File: src/rtl/qei_defines.vh
// Register offsets, control fields and reset values for the encoder block
`ifndef QEI_DEFINES_VH
`define QEI_DEFINES_VH
`define QEI_OFS_CTL     4'h0
`define QEI_OFS_STAT    4'h1
`define QEI_OFS_POS     4'h2
`define QEI_OFS_MAXPOS  4'h3
`define QEI_OFS_LOAD    4'h4
`define QEI_OFS_TIME    4'h5
`define QEI_OFS_COUNT   4'h6
`define QEI_OFS_SPEED   4'h7
`define QEI_OFS_INTEN   4'h8
`define QEI_OFS_RIS     4'h9
`define QEI_OFS_ISC     4'ha
`define QEI_CTL_EN      0
`define QEI_CTL_SWAP    1
`define QEI_CTL_SIG     2
`define QEI_CTL_CAP     3
`define QEI_CTL_RES     4
`define QEI_CTL_VEL     5
`define QEI_CTL_DIV_LO  6
`define QEI_CTL_DIV_HI  8
`define QEI_CTL_PHASE_A_INVERT    9
`define QEI_CTL_PHASE_B_INVERT    10
`define QEI_CTL_INDEX_INVERT    11
`define QEI_CTL_STALL   12
`define QEI_CTL_W       13
`define QEI_INT_INDEX   0
`define QEI_INT_TIMER   1
`define QEI_INT_DIR     2
`define QEI_INT_ERR     3
`define QEI_INT_W       4
`define QEI_RST_WORD    32'h0000_0000
`endif

File: src/rtl/qei_core.v
// Quadrature encoder interface with Avalon-MM register slave
`timescale 1ns/10ps
// How it works
// Encoder phase toggle rate stays at or below a quarter of mclk.
// Velocity capture runs only while enable and velocity enable are both set.
// Swap bit exchanges phase A and B before decoding.
// Mode zero decodes quadrature phases using their edge order.
// Mode one uses A as step clock and B as direction level.
// Capture select counts A edges only, or both A and B edges.
// Phase A leading phase B increments position.
// Phase B leading phase A decrements position.
// Two edges on one phase with none between flags direction change.
// Reset select one clears position on index.
// Backward step from zero wraps to the maximum.
// Reset select zero wraps at maximum and ignores index.
// Velocity counts the same edges that move the position.
// Period end copies accumulator to result, then clears accumulator.
// Timer counts down, flags expiry at zero, reloads and continues.
// Interrupts on phase error, direction change, index and timer.
// Each source has mask, raw status, masked status and a clear.
// Predivider divides counted edges by two to the field value.
// Control word bits 0 to 5 as enable, swap, mode, cap, reset, vel.
// Invert bits for A, B, index; stall bit freezes position and accumulator while halted; timer reloads.
// In mode zero both phases changing together flag an error; position holds.
// Phase and index inputs pass two flip-flops before edge logic.
module qei_core #(
   parameter W = 32
) (
   input  wire          mclk,
   input  wire          rst,
   input  wire          phase_a_input,
   input  wire          phase_b_input,
   input  wire          index_input,
   input  wire          cpu_halt,
   input  wire [3:0]    avs_address,
   input  wire          avs_read,
   input  wire          avs_write,
   input  wire [31:0]   avs_writedata,
   input  wire [3:0]    avs_byteenable,
   output reg  [31:0]   avs_readdata,
   output wire          avs_waitrequest,
   output wire          irq
);
`include "qei_defines.vh"

// ---------------------------------------------------------------
// Registers
// ---------------------------------------------------------------
reg  [`QEI_CTL_W-1:0] encoder_control_word;
reg  [W-1:0]          position;
reg  [W-1:0]          max_position_reg;
reg  [W-1:0]          velocity_period_load;
reg  [W-1:0]          velocity_timer;
reg  [W-1:0]          velocity_accum_reg;
reg  [W-1:0]          velocity_result_reg;
reg  [`QEI_INT_W-1:0] int_mask;
reg  [`QEI_INT_W-1:0] int_raw;
reg                   direction;
reg                   bus_ack;

wire enable_on   = encoder_control_word[`QEI_CTL_EN];
wire swap_on     = encoder_control_word[`QEI_CTL_SWAP];
wire signal_mode_select    = encoder_control_word[`QEI_CTL_SIG];
wire edge_capture_select   = encoder_control_word[`QEI_CTL_CAP];
wire position_reset_select = encoder_control_word[`QEI_CTL_RES];
wire velocity_capture_on   = encoder_control_word[`QEI_CTL_VEL];
wire [2:0] velocity_predivide =
   encoder_control_word[`QEI_CTL_DIV_HI:`QEI_CTL_DIV_LO];
wire phase_a_invert = encoder_control_word[`QEI_CTL_PHASE_A_INVERT];
wire phase_b_invert = encoder_control_word[`QEI_CTL_PHASE_B_INVERT];
wire index_invert   = encoder_control_word[`QEI_CTL_INDEX_INVERT];
wire halt_freeze    = encoder_control_word[`QEI_CTL_STALL];

// ---------------------------------------------------------------
// Input synchronisers
// ---------------------------------------------------------------
// First stage feeds only the second stage
reg [2:0] sync1;
reg [2:0] sync2;
reg [2:0] prev;
always @(posedge mclk or posedge rst) begin
   if (rst) begin
      sync1 <= 3'h0;
      sync2 <= 3'h0;
   end else begin
      sync1 <= {index_input, phase_b_input, phase_a_input};
      sync2 <= sync1;
   end
end

wire run = enable_on & ~(halt_freeze & cpu_halt);
wire a_inv = sync2[0] ^ phase_a_invert;
wire b_inv = sync2[1] ^ phase_b_invert;
wire i_inv = sync2[2] ^ index_invert;
wire pa = swap_on ? b_inv : a_inv;
wire pb = swap_on ? a_inv : b_inv;

// prev holds the conditioned levels of the previous cycle
always @(posedge mclk or posedge rst) begin
   if (rst)
      prev <= 3'h0;
   else
      prev <= {i_inv, pb, pa};
end

wire a_edge = pa ^ prev[0];
wire b_edge = pb ^ prev[1];
wire idx_rise = i_inv & ~prev[2];

// ---------------------------------------------------------------
// Edge decode
// ---------------------------------------------------------------
reg last_phase; // Phase of last edge seen: 0 = A, 1 = B
reg step;
reg step_up;
reg phase_err;
reg edge_seen;
always @* begin
   step = 1'b0;
   step_up = 1'b0;
   phase_err = 1'b0;
   if (signal_mode_select) begin
      step = a_edge & pa;
      step_up = ~pb;
   end else if (a_edge & b_edge) begin
      phase_err = 1'b1;
   end else if (a_edge) begin
      step = 1'b1;
      step_up = (pa != pb);
   end else if (b_edge) begin
      step = edge_capture_select;
      step_up = (pa == pb);
   end
end

// Same phase edged twice in a row means the shaft turned back
// No reversal can be judged before a first edge
wire dir_flip = ~signal_mode_select & ~phase_err & edge_seen &
   ((a_edge & ~last_phase) | (b_edge & last_phase));
// Direction holds 1 while travelling backward
wire clk_dir_flip = signal_mode_select & step & (step_up == direction);

always @(posedge mclk or posedge rst) begin
   if (rst) begin
      last_phase <= 1'b0;
      edge_seen <= 1'b0;
      direction <= 1'b0;
   end else if (run) begin
      if (!signal_mode_select && a_edge != b_edge) begin
         last_phase <= b_edge;
         edge_seen <= 1'b1;
      end
      if (step)
         direction <= ~step_up;
   end
end

// ---------------------------------------------------------------
// Position integrator
// ---------------------------------------------------------------
reg  [W-1:0] next_position;
always @* begin
   next_position = position;
   if (position_reset_select && idx_rise) begin
      next_position = {W{1'b0}};
   end else if (step && step_up) begin
      if (position >= max_position_reg)
         next_position = {W{1'b0}};
      else
         next_position = position + 1'b1;
   end else if (step) begin
      if (position == {W{1'b0}})
         next_position = max_position_reg;
      else
         next_position = position - 1'b1;
   end
end

// ---------------------------------------------------------------
// Velocity capture
// ---------------------------------------------------------------
reg  [7:0] prediv_cnt;
wire vel_run = run & velocity_capture_on;
wire [7:0] prediv_mask = (8'h01 << velocity_predivide) - 8'h01;
wire prediv_out = step & ((prediv_cnt & prediv_mask) == prediv_mask);
wire period_end = vel_run && (velocity_timer == {W{1'b0}});

// ---------------------------------------------------------------
// Avalon-MM slave, one wait cycle per access
// ---------------------------------------------------------------
wire access = (avs_read | avs_write) & ~bus_ack;
assign avs_waitrequest = (avs_read | avs_write) & ~bus_ack;
wire wr_now = avs_write & bus_ack;
wire [31:0] be_mask = {{8{avs_byteenable[3]}}, {8{avs_byteenable[2]}},
                       {8{avs_byteenable[1]}}, {8{avs_byteenable[0]}}};

function [31:0] merge;
   input [31:0] old;
   input [31:0] wd;
   input [31:0] m;
   begin
      merge = (old & ~m) | (wd & m);
   end
endfunction

wire [31:0] ctl_wide = {{(32-`QEI_CTL_W){1'b0}}, encoder_control_word};
wire [31:0] ctl_new  = merge(ctl_wide, avs_writedata, be_mask);
wire [`QEI_INT_W-1:0] events = {phase_err | 1'b0,
   dir_flip | clk_dir_flip, period_end, idx_rise} & {`QEI_INT_W{run}};
wire [`QEI_INT_W-1:0] clr_bits = (wr_now && avs_address == `QEI_OFS_ISC) ?
   avs_writedata[`QEI_INT_W-1:0] : {`QEI_INT_W{1'b0}};

// ---------------------------------------------------------------
// Bus acknowledge
// ---------------------------------------------------------------
always @(posedge mclk or posedge rst) begin
   if (rst)
      bus_ack <= 1'b0;
   else
      bus_ack <= access;
end

// ---------------------------------------------------------------
// Interrupt status and mask
// ---------------------------------------------------------------
always @(posedge mclk or posedge rst) begin
   if (rst) begin
      int_mask <= {`QEI_INT_W{1'b0}};
      int_raw <= {`QEI_INT_W{1'b0}};
   end else begin
      // Set wins over a clear in the same cycle
      int_raw <= (int_raw & ~clr_bits) | events;
      if (wr_now && avs_address == `QEI_OFS_INTEN)
         int_mask <= avs_writedata[`QEI_INT_W-1:0];
   end
end

// ---------------------------------------------------------------
// Position register
// ---------------------------------------------------------------
// A software write beats a step landing in the same cycle
always @(posedge mclk or posedge rst) begin
   if (rst)
      position <= {W{1'b0}};
   else if (wr_now && avs_address == `QEI_OFS_POS)
      position <= merge(position, avs_writedata, be_mask);
   else if (run)
      position <= next_position;
end

// ---------------------------------------------------------------
// Velocity timer and accumulator
// ---------------------------------------------------------------
always @(posedge mclk or posedge rst) begin
   if (rst) begin
      velocity_timer <= {W{1'b0}};
      velocity_accum_reg <= {W{1'b0}};
      velocity_result_reg <= {W{1'b0}};
      prediv_cnt <= 8'h00;
   end else if (vel_run) begin
      if (period_end) begin
         velocity_result_reg <= velocity_accum_reg
            + {{(W-1){1'b0}}, prediv_out};
         velocity_accum_reg <= {W{1'b0}};
         velocity_timer <= velocity_period_load;
      end else begin
         velocity_timer <= velocity_timer - 1'b1;
         if (prediv_out)
            velocity_accum_reg <= velocity_accum_reg + 1'b1;
      end
      if (step)
         prediv_cnt <= prediv_cnt + 8'h01;
   end else begin
      // Idle timer tracks the load so a new period starts full
      velocity_timer <= velocity_period_load;
      prediv_cnt <= 8'h00;
   end
end

// ---------------------------------------------------------------
// Configuration registers
// ---------------------------------------------------------------
always @(posedge mclk or posedge rst) begin
   if (rst) begin
      encoder_control_word <= {`QEI_CTL_W{1'b0}};
      max_position_reg <= {W{1'b0}};
      velocity_period_load <= {W{1'b0}};
   end else if (wr_now) begin
      case (avs_address)
         `QEI_OFS_CTL: begin
            encoder_control_word <= ctl_new[`QEI_CTL_W-1:0];
            // Velocity needs the integrator on
            if (!ctl_new[`QEI_CTL_EN])
               encoder_control_word[`QEI_CTL_VEL] <= 1'b0;
         end
         `QEI_OFS_MAXPOS:
            max_position_reg <= merge(max_position_reg,
                                      avs_writedata, be_mask);
         `QEI_OFS_LOAD:
            velocity_period_load <= merge(velocity_period_load,
                                          avs_writedata, be_mask);
         default: ;
      endcase
   end
end

// ---------------------------------------------------------------
// Read mux
// ---------------------------------------------------------------
// Data is taken in the wait cycle and held until the next read
wire [31:0] stat_word = {30'h0, direction, int_raw[`QEI_INT_ERR]};
reg  [31:0] next_readdata;
always @* begin
   next_readdata = avs_readdata;
   if (avs_read && !bus_ack) begin
      case (avs_address)
         `QEI_OFS_CTL:    next_readdata = ctl_wide;
         `QEI_OFS_STAT:   next_readdata = stat_word;
         `QEI_OFS_POS:    next_readdata = position;
         `QEI_OFS_MAXPOS: next_readdata = max_position_reg;
         `QEI_OFS_LOAD:   next_readdata = velocity_period_load;
         `QEI_OFS_TIME:   next_readdata = velocity_timer;
         `QEI_OFS_COUNT:  next_readdata = velocity_accum_reg;
         `QEI_OFS_SPEED:  next_readdata = velocity_result_reg;
         `QEI_OFS_INTEN:  next_readdata = {28'h0, int_mask};
         `QEI_OFS_RIS:    next_readdata = {28'h0, int_raw};
         `QEI_OFS_ISC:    next_readdata = {28'h0, int_raw & int_mask};
         default:         next_readdata = 32'h0000_0000;
      endcase
   end
end

always @(posedge mclk or posedge rst) begin
   if (rst)
      avs_readdata <= `QEI_RST_WORD;
   else
      avs_readdata <= next_readdata;
end

assign irq = |(int_raw & int_mask);

endmodule // qei_core

File: config.mk
export PLATFORM = sky130hd
export DESIGN_NAME = qei_core
export DESIGN_NICKNAME = d
export VERILOG_FILES = /design/src/rtl/qei_core.v
export VERILOG_INCLUDE_DIRS = /design/src /design/src/rtl
export SDC_FILE = /design/constraint.sdc
export NUM_CORES = 1
export LEC_CHECK = 0
export BUFFER_PORTS_ARGS = -buffer_cell sky130_fd_sc_hd__buf_2
export CELL_PAD_IN_SITES_DETAIL_PLACEMENT = 1
export CELL_PAD_IN_SITES_GLOBAL_PLACEMENT = 1
export CORE_ASPECT_RATIO = 1.4
export CORE_MARGIN = 1
export CORE_UTILIZATION = 48
export CTS_CLUSTER_DIAMETER = 40
export DETAILED_ROUTE_END_ITERATION = 16
export GPL_TIMING_DRIVEN = 0
export PLACE_DENSITY = 0.83
export SETUP_SLACK_MARGIN = 0.2
export SLEW_MARGIN = 5
export SYNTH_ARGS = -nofsm -noshare
export SYNTH_HDL_FRONTEND = slang
export SYNTH_SLANG_ARGS = --single-unit
File: constraint.sdc
create_clock -name mclk -period 8.11 [get_ports mclk]
set_clock_uncertainty 0.05 [all_clocks]
set_input_delay 0 -clock mclk [delete_from_list [all_inputs] [get_ports mclk]]
set_output_delay 0 -clock mclk [all_outputs]
set_load 0.005 [all_outputs]
# After elaboration in Yosys (flattened, before gate mapping)
# Cells that the tools add are included.
# totals
reg_bits,266
latchBits,0
ramBits,0
mem_bits_ro,0
in_bits,48
output_inout_bits,34
elab_cells,144
mem_count,0
# classes
addsub,7
mul,0
n_div,0
order_cmp,1
n_eq_ne,16
shifts,1
n_mux,28
n_bitwise,48
n_reduce_logical,25
# op_table
operator,count
32-bit two-way mux,11
32-bit case mux with 11 select lines,1
32-bit bitwise AND,4
32-bit bitwise OR,3
"32-bit by 1-bit adder with 32-bit output, second input constant",2
32-bit zero test,2
"32-bit by 1-bit subtractor with 32-bit output, second input constant",2
32-bit by 1-bit adder with 32-bit output,1
32-bit greater-or-equal comparator,1
32-bit NOT,1
1-bit bitwise AND,16
"4-bit by 3-bit equality test with 1-bit output, second input constant",4
8-bit two-way mux,2
2-bit AND reduction,8
13-bit bitwise AND,1
1-bit two-way mux,13
13-bit bitwise OR,1
4-bit bitwise AND,3
"4-bit equality test, second input constant",3
"8-bit by 1-bit adder with 8-bit output, second input constant",1
8-bit bitwise AND,1
"4-bit by 2-bit equality test with 1-bit output, second input constant",2
8-bit equality test,1
1-bit logical AND,8
other kinds (17),34

# Longest topological paths before layout
# Gate-level depths: netlist of run 1.
# depth
depth_word,13
depth_mapped,18
depth_no_buf,16

# Least setup slack after synthesis of run 1
# OpenSTA, ideal clock, no wires.
# synth_path
path_kind,reg2reg
startpoint,register with a tool-made name
endpoint,register velocity_result_reg[17]
setup_ns,0.077
arrival_ns,3.662
required_time_ns,7.983
setup_slack_ns,4.321
path_stages_with_launch,13
path_buffers,0
synth_period_minus_slack_ns,3.789
cell_sequence,dfrtp_1 xnor2_1 mux2i_1 ha_1 mux4_2 o21a_1 nor2_1 ha_1 nand4_1 nor3_1 nand3_1 xor2_1 a21oi_1
# synth_lines
element,line_no,rtl
to (signal assigned),qei_core.v:258,velocity_result_reg <= {W{1'b0}};
to (signal assigned),qei_core.v:262,velocity_result_reg <= velocity_accum_reg
to (decl),qei_core.v:55,reg [W-1:0] velocity_result_reg;

==> impl_metrics.ini, run 1 <==
[power_and_ir_drop]
vdd_drop_max_uv = 181
p_per_area_mw_per_mm2 = 267
p_leak_nw = 8.08

[sta]
fin_hold_ws_ps = 13.3
maxSlewHeadroom_pct = 21.0
hold_viol = 0
slew_viol_final = 0
worst_pin_slew_ps = 1180
rsz0062_at_grt = false
min_period_ps = 5060
setup_viol = 0
fin_crit_sh_pct = 62.4
fmaxAchievable_mhz = 198
layout_setup_ws_ps = 3050
fin_setup_tns_ps = 0

[worst_setup_path]
start_kind = register
critPathCaptureType = register
r2r_cells = 12
critPathKind = reg2reg
reg2reg_slack_ps = 3050
worstPathMaxFanout = 7
required_ps = 8470
cp.arrival_ps = 5410

[logic_synthesis]
ys_top_cells_by_area = dfrtp_1, nand2_1, a22oi_1
synth_top_area_share_pct = 41.9
synth_area_per_cell_sq_um = 8.97
yosys.cell_types.count = 80
synth-seq-cells = 265
ys_seq_area_share_pct = 41.9
syn_nets = 1856
synthCells = 1765
synth_top_cell_by_area = dfrtp_1
yosysWarnings = 0
async_flop_share_pct = 100
synth_flop_cell = dfrtp_1
synth_edf_count = 0
netlist_area_sq_mm = 0.0158

[die]
die_h_um = 217
dieArea_sq_mm = 0.0337
die_w_um = 156
rows = 78
initial_utilization_pct = 48.9
io_pins = 82
coreArea_sq_mm = 0.0324

[layout]
area_growth_pct = 17.4
diodes = 0
drive_gt1_share_pct = 11.8
layout_commonest_cell = dfrtp_1
layout_common_cells = dfrtp_1, nand2_1, nor2_1
final_nets = 2023

[route]
ant_nets = 0
vias = 15621
drcViolationCount = 0
via_per_inst = 6.51
dr.pass1.iters = 6
wl_um = 63900
drt-wirelength-per-cell_um = 26.6
drt_iter0_drc = 1281

[grt]
grt.overflow.total = 0
antenna_found_initial = 0
grt_pass1_vias = 16914
grt_max_degree = 106
grt_pass1_wl_um = 98600
grt_usage_pct = 39.0

[cts]
cts.sinks = 265
insertion_delay_ps = 550
cts_inserted_buffers = 39
clock-root-buffer = clkbuf_16
post_cts_buffers = 0
cts.repair.resized = 0
clk_pin_slew_worst_paths_ps = 60
cts_tree = built
cts_buffer_depth = 3
htree_levels = 2

[place]
dpl.hpwl_um = 47300
place.gp.congestion = 0.960
io_buffers = 79
dp_slack_ps = 3180

[outcome]
status = finished clean

[hold_path]
hold_class = in2async

[run]
cap_violations = 0
## stage by stage
stage	util, %	cell area (sq um)	std cells	power, W
detailed placement	52.1	16900	2288	0.00322
global placement	51.8	16800	2284	0.00314
floorplan	-	15800	1765	0.00265
CTS	57.4	18600	2401	0.00494
global route	57.4	18600	2401	0.00516
finish	57.4	18600	2401	0.00496
## final cells by class
cell class | instances | area (sq um)
plain buffers | 120 | 457
clock buffers | 47 | 1070
clock inverters | 23 | 210
fillers | 3809 | 13800
inverters | 55 | 214
multi-input cells | 1325 | 8570
flip-flops and latches | 265 | 6630
well taps | 440 | 551
repair buffers | 126 | 896
## path summary, 6_finish.rpt
check | startpoint | to
worst max-delay path | register | velocity_result_reg[17]
worst min-delay path | rst | asynchronous set/reset pin
worst max register to register | register | velocity_result_reg[17]
worst min register to register | sync1[0] | sync2[0]
max in group asynchronous | rst | velocity_result_reg[21]
min in group mclk | phase_b_input | sync1[1]
## what timing repair did
action | CTS | global route
hold buffers | 43 | 0
endpoints found under the setup margin | 0 | 0
hold endpoints to repair | 214 | 0
## synth_stat cells, drive strengths merged (15+ instances only)
master / count
dfrtp: 265
nand2: 178
nor2: 162
clkbuf: 110
a21oi: 107
nand3: 95
o21ai: 93
a22oi: 86
xnor2: 70
xor2: 60
inv: 54
mux2: 53
ha: 43
nor3: 36
a22o: 35
nand4: 34
and3: 30
nor4: 22
or3: 18
nand2b: 15
## critical path, cell delays in order (launching register included)
cell and delay [ps]:
dfrtp_1 490, xnor2_1 390, mux2i_1 180, ha_1 440, mux4_2 620, o21a_1 410
nor2_1 450, ha_1 300, nand4_1 280, nor3_1 850, nand3_1 190, xor2_1 180
a21oi_1 80
## layer usage
layer / track usage (%) / wire length (um) / vias up
met5: 0 / 0 / -
met4: 33.5 / 6370 / 0
met3: 5.73 / 3700 / 314
met2: 65.1 / 30800 / 732
met1: 43.6 / 23000 / 7832
li1: - / - / 6743
## power breakdown
group / leakage, nW / switching [W] / internal [W]
combinational: 4.03 / 0.000929 / 0.000552
clock: 0.618 / 0.000692 / 0.000992
sequential: 3.43 / 0.000281 / 0.00152
## logic make-up after synthesis
| logic type | after synthesis | share of synthesized area [%] |
|---|---|---|
| AOI/OAI and AO/OA | 435 | 18.5 |
| DFF | 265 | 41.9 |
| xor gates and xnor gates | 132 | 7.49 |
| buffers and inverters | 175 | 4.19 |
| adders and majority gates | 43 | 3.40 |
| and+or+nand+nor | 652 | 20.0 |
| muxes | 63 | 4.48 |
(Power assumes the default switching activity.)
==> inputs of run 2 (changes only) <==
==> constraint.sdc (replaced) <==
create_clock -name mclk -period 4.7 [get_ports mclk]
set_clock_uncertainty 0.05 [all_clocks]
set_input_delay 0 -clock mclk [delete_from_list [all_inputs] [get_ports mclk]]
set_output_delay 0 -clock mclk [all_outputs]
set_load 0.005 [all_outputs]
==> run 2 against run 1 <==
Effect of this change: critical path depth is 2 higher; critical path type unchanged; combinational power is 74% higher; non-clock buffer count is 8 higher; sequential power is 73% higher; die area stayed put; global-route usage is 0.19 points higher; clock power is 83% higher; maximum frequency is 17% higher; cell count is 0.42% higher; clock-buffer cell count is 4 higher; highest routed layer unchanged; cell area is 1.3% higher.
==> impl_metrics.ini, run 2 (synthesized netlist as in run 1, its figures left out) <==
[layout]
final_nets = 2033
fill_cells = 3804
diodes = 0
layout_common_cells = dfrtp_1, nand2_1, nor2_1
finalNonFillerCells = 2411
area_growth_pct = 18.9
drive_gt1_share_pct = 12.6
layout_commonest_cell = dfrtp_1
multiInputGateArea_sq_mm = 0.00861
ff_latch_area_sq_mm = 0.00663

[grt]
antenna_found_initial = 0
grt_pass1_wl_um = 99000
grt_pass1_vias = 16928
grt.overflow.total = 0
grt_max_degree = 42
grt_usage_pct = 39.2

[sta]
fmaxAchievable_mhz = 232
fin_hold_ws_ps = 2.81
fin_crit_sh_pct = 91.7
worst_pin_slew_ps = 1120
min_period_ps = 4310
slew_viol_final = 0
hold_viol = 0
maxSlewHeadroom_pct = 25.2
rsz0062_at_grt = false
setup_viol = 0

[power_and_ir_drop]
internal_power_w = 0.00549
clkPwrFrac_pct = 35.0
power_frac_seq_pct = 35.5
p_per_area_mw_per_mm2 = 465
p_leak_nw = 8.21
vdd_drop_max_uv = 359
switching_share_pct = 37.4
p_comb_share_pct = 29.5
switchingPower_w = 0.00327

[route]
ant_nets = 0
vias = 15738
drt-wirelength-per-cell_um = 27.0
via_per_inst = 6.53
dr.pass1.iters = 6
wl_um = 65000
drt_iter0_drc = 1292
drcViolationCount = 0

[worst_setup_path]
reg2reg_slack_ps = 390
critPathKind = reg2reg
critPathCaptureType = register
cp.arrival_ps = 4650
r2r_cells = 14
required_ps = 5040
rr_endpoint = velocity_result_reg[26]
worstPathMaxFanout = 7
start_kind = register

[outcome]
status = finished clean

[cts]
cts_inserted_buffers = 41
htree_levels = 2
cts.sinks = 265
cts_tree = built
insertion_delay_ps = 550
cts_buffer_depth = 3
clk_pin_slew_worst_paths_ps = 60
clock-root-buffer = clkbuf_16

[die]
rows = 78
die_w_um = 156
dieArea_sq_mm = 0.0337
initial_utilization_pct = 48.9
io_pins = 82
coreArea_sq_mm = 0.0324
die_h_um = 217

[place]
placed_cells = 2293
dpl.hpwl_um = 47900
io_buffers = 79
place.gp.congestion = 0.945

[run]
cap_violations = 0

[hold_path]
hold_class = in2async
## run 2: cell count changes in the layout (fill, tap and decap cells not counted), moves of 2 or more
cell	change
xnor2_2	+2
clkinv_4	+4
inv_8	-2
clkbuf_16	+2
xnor2_1	-2
clkbuf_2	+2
buf_4	+3
clkinvlp_4	-3
nor2_1	-2
bufinv_16	+2
inv_6	-3
buf_16	-2
buf_12	+7
## run 2: layer usage
metal | wire (um) | GRT usage, % | up-vias
li1 | - | - | 6759
met1 | 23500 | 43.9 | 7944
met2 | 31700 | 66.0 | 743
met3 | 3670 | 4.96 | 292
met4 | 6160 | 33.6 | 0
met5 | 0 | 0 | -
## run 2: what timing repair did
| item | CTS | global route |
|---|---|---|
| hold endpoints to repair | 210 | 0 |
| hold buffers | 42 | 0 |
| pin swaps | 1 | 1 |
| buffers inserted | 2 | 2 |
| resized for setup | 7 | 7 |
| setup endpoints to repair | 36 | 35 |
## run 2: per-stage QoR
| step | setup TNS (ps) | worst slack (ps) | power (W) | cell area (sq um) | utilization [%] |
|---|---|---|---|---|---|
| 6_report | 0 | 388 | 0.00876 | 18800 | 58.1 |
| 2_1_floorplan | 0 | 911 | 0.00458 | 15800 | - |
| 4_1_cts | 0 | 226 | 0.00868 | 18800 | 58.0 |
| 5_1_grt | 0 | 202 | 0.00908 | 18800 | 58.1 |
| 3_3_place_gp | -152800 | -608 | 0.00541 | 16800 | 51.8 |
| 3_5_place_dp | -2360 | -192 | 0.00554 | 17000 | 52.3 |
## run 2: worst max-delay path by stage
stage               slack [ps]  depth (start not counted)     start                 endpoint
floorplan                  910                         12  register  velocity_result_reg[17]
global placement          -610                          2       rst   velocity_accum_reg[27]
detailed placement        -190                         12  register  velocity_result_reg[31]
CTS                        230                         16  register  velocity_result_reg[26]
global route               200                         14  register  velocity_result_reg[24]
finish                     390                         14  register  velocity_result_reg[26]
## run 2: layout make-up
type / instances / share of cell area, %
Multi-Input combinational cell: 1325 / 45.7
Sequential cell: 265 / 35.2
Clock buffer: 51 / 5.98
Timing Repair Buffer: 134 / 5.34
Tap cell: 440 / 2.92
Buffer: 120 / 2.44
Clock inverter: 21 / 1.26
Inverter: 55 / 1.12
## run 2: worst max-delay path, stage by stage (launching register included)
cell	delay (ps)
dfrtp_1	500
xnor2_2	300
mux2i_1	140
ha_1	400
mux4_2	600
o21a_2	350
nor2_4	230
ha_1	240
ha_1	280
and2_1	160
clkbuf_2	190
nand2_1	150
nor3_1	280
xnor2_1	170
o21ai_0	100
## run 2: power groups by stage
stage / Clock (W) / Combinational (W) / Sequential [W]
global placement: 0 / 0.00230 / 0.00310
floorplan: 0 / 0.00169 / 0.00289
CTS: 0.00309 / 0.00251 / 0.00308
global route: 0.00318 / 0.00279 / 0.00312
finish: 0.00307 / 0.00258 / 0.00311
detailed placement: 0 / 0.00243 / 0.00311
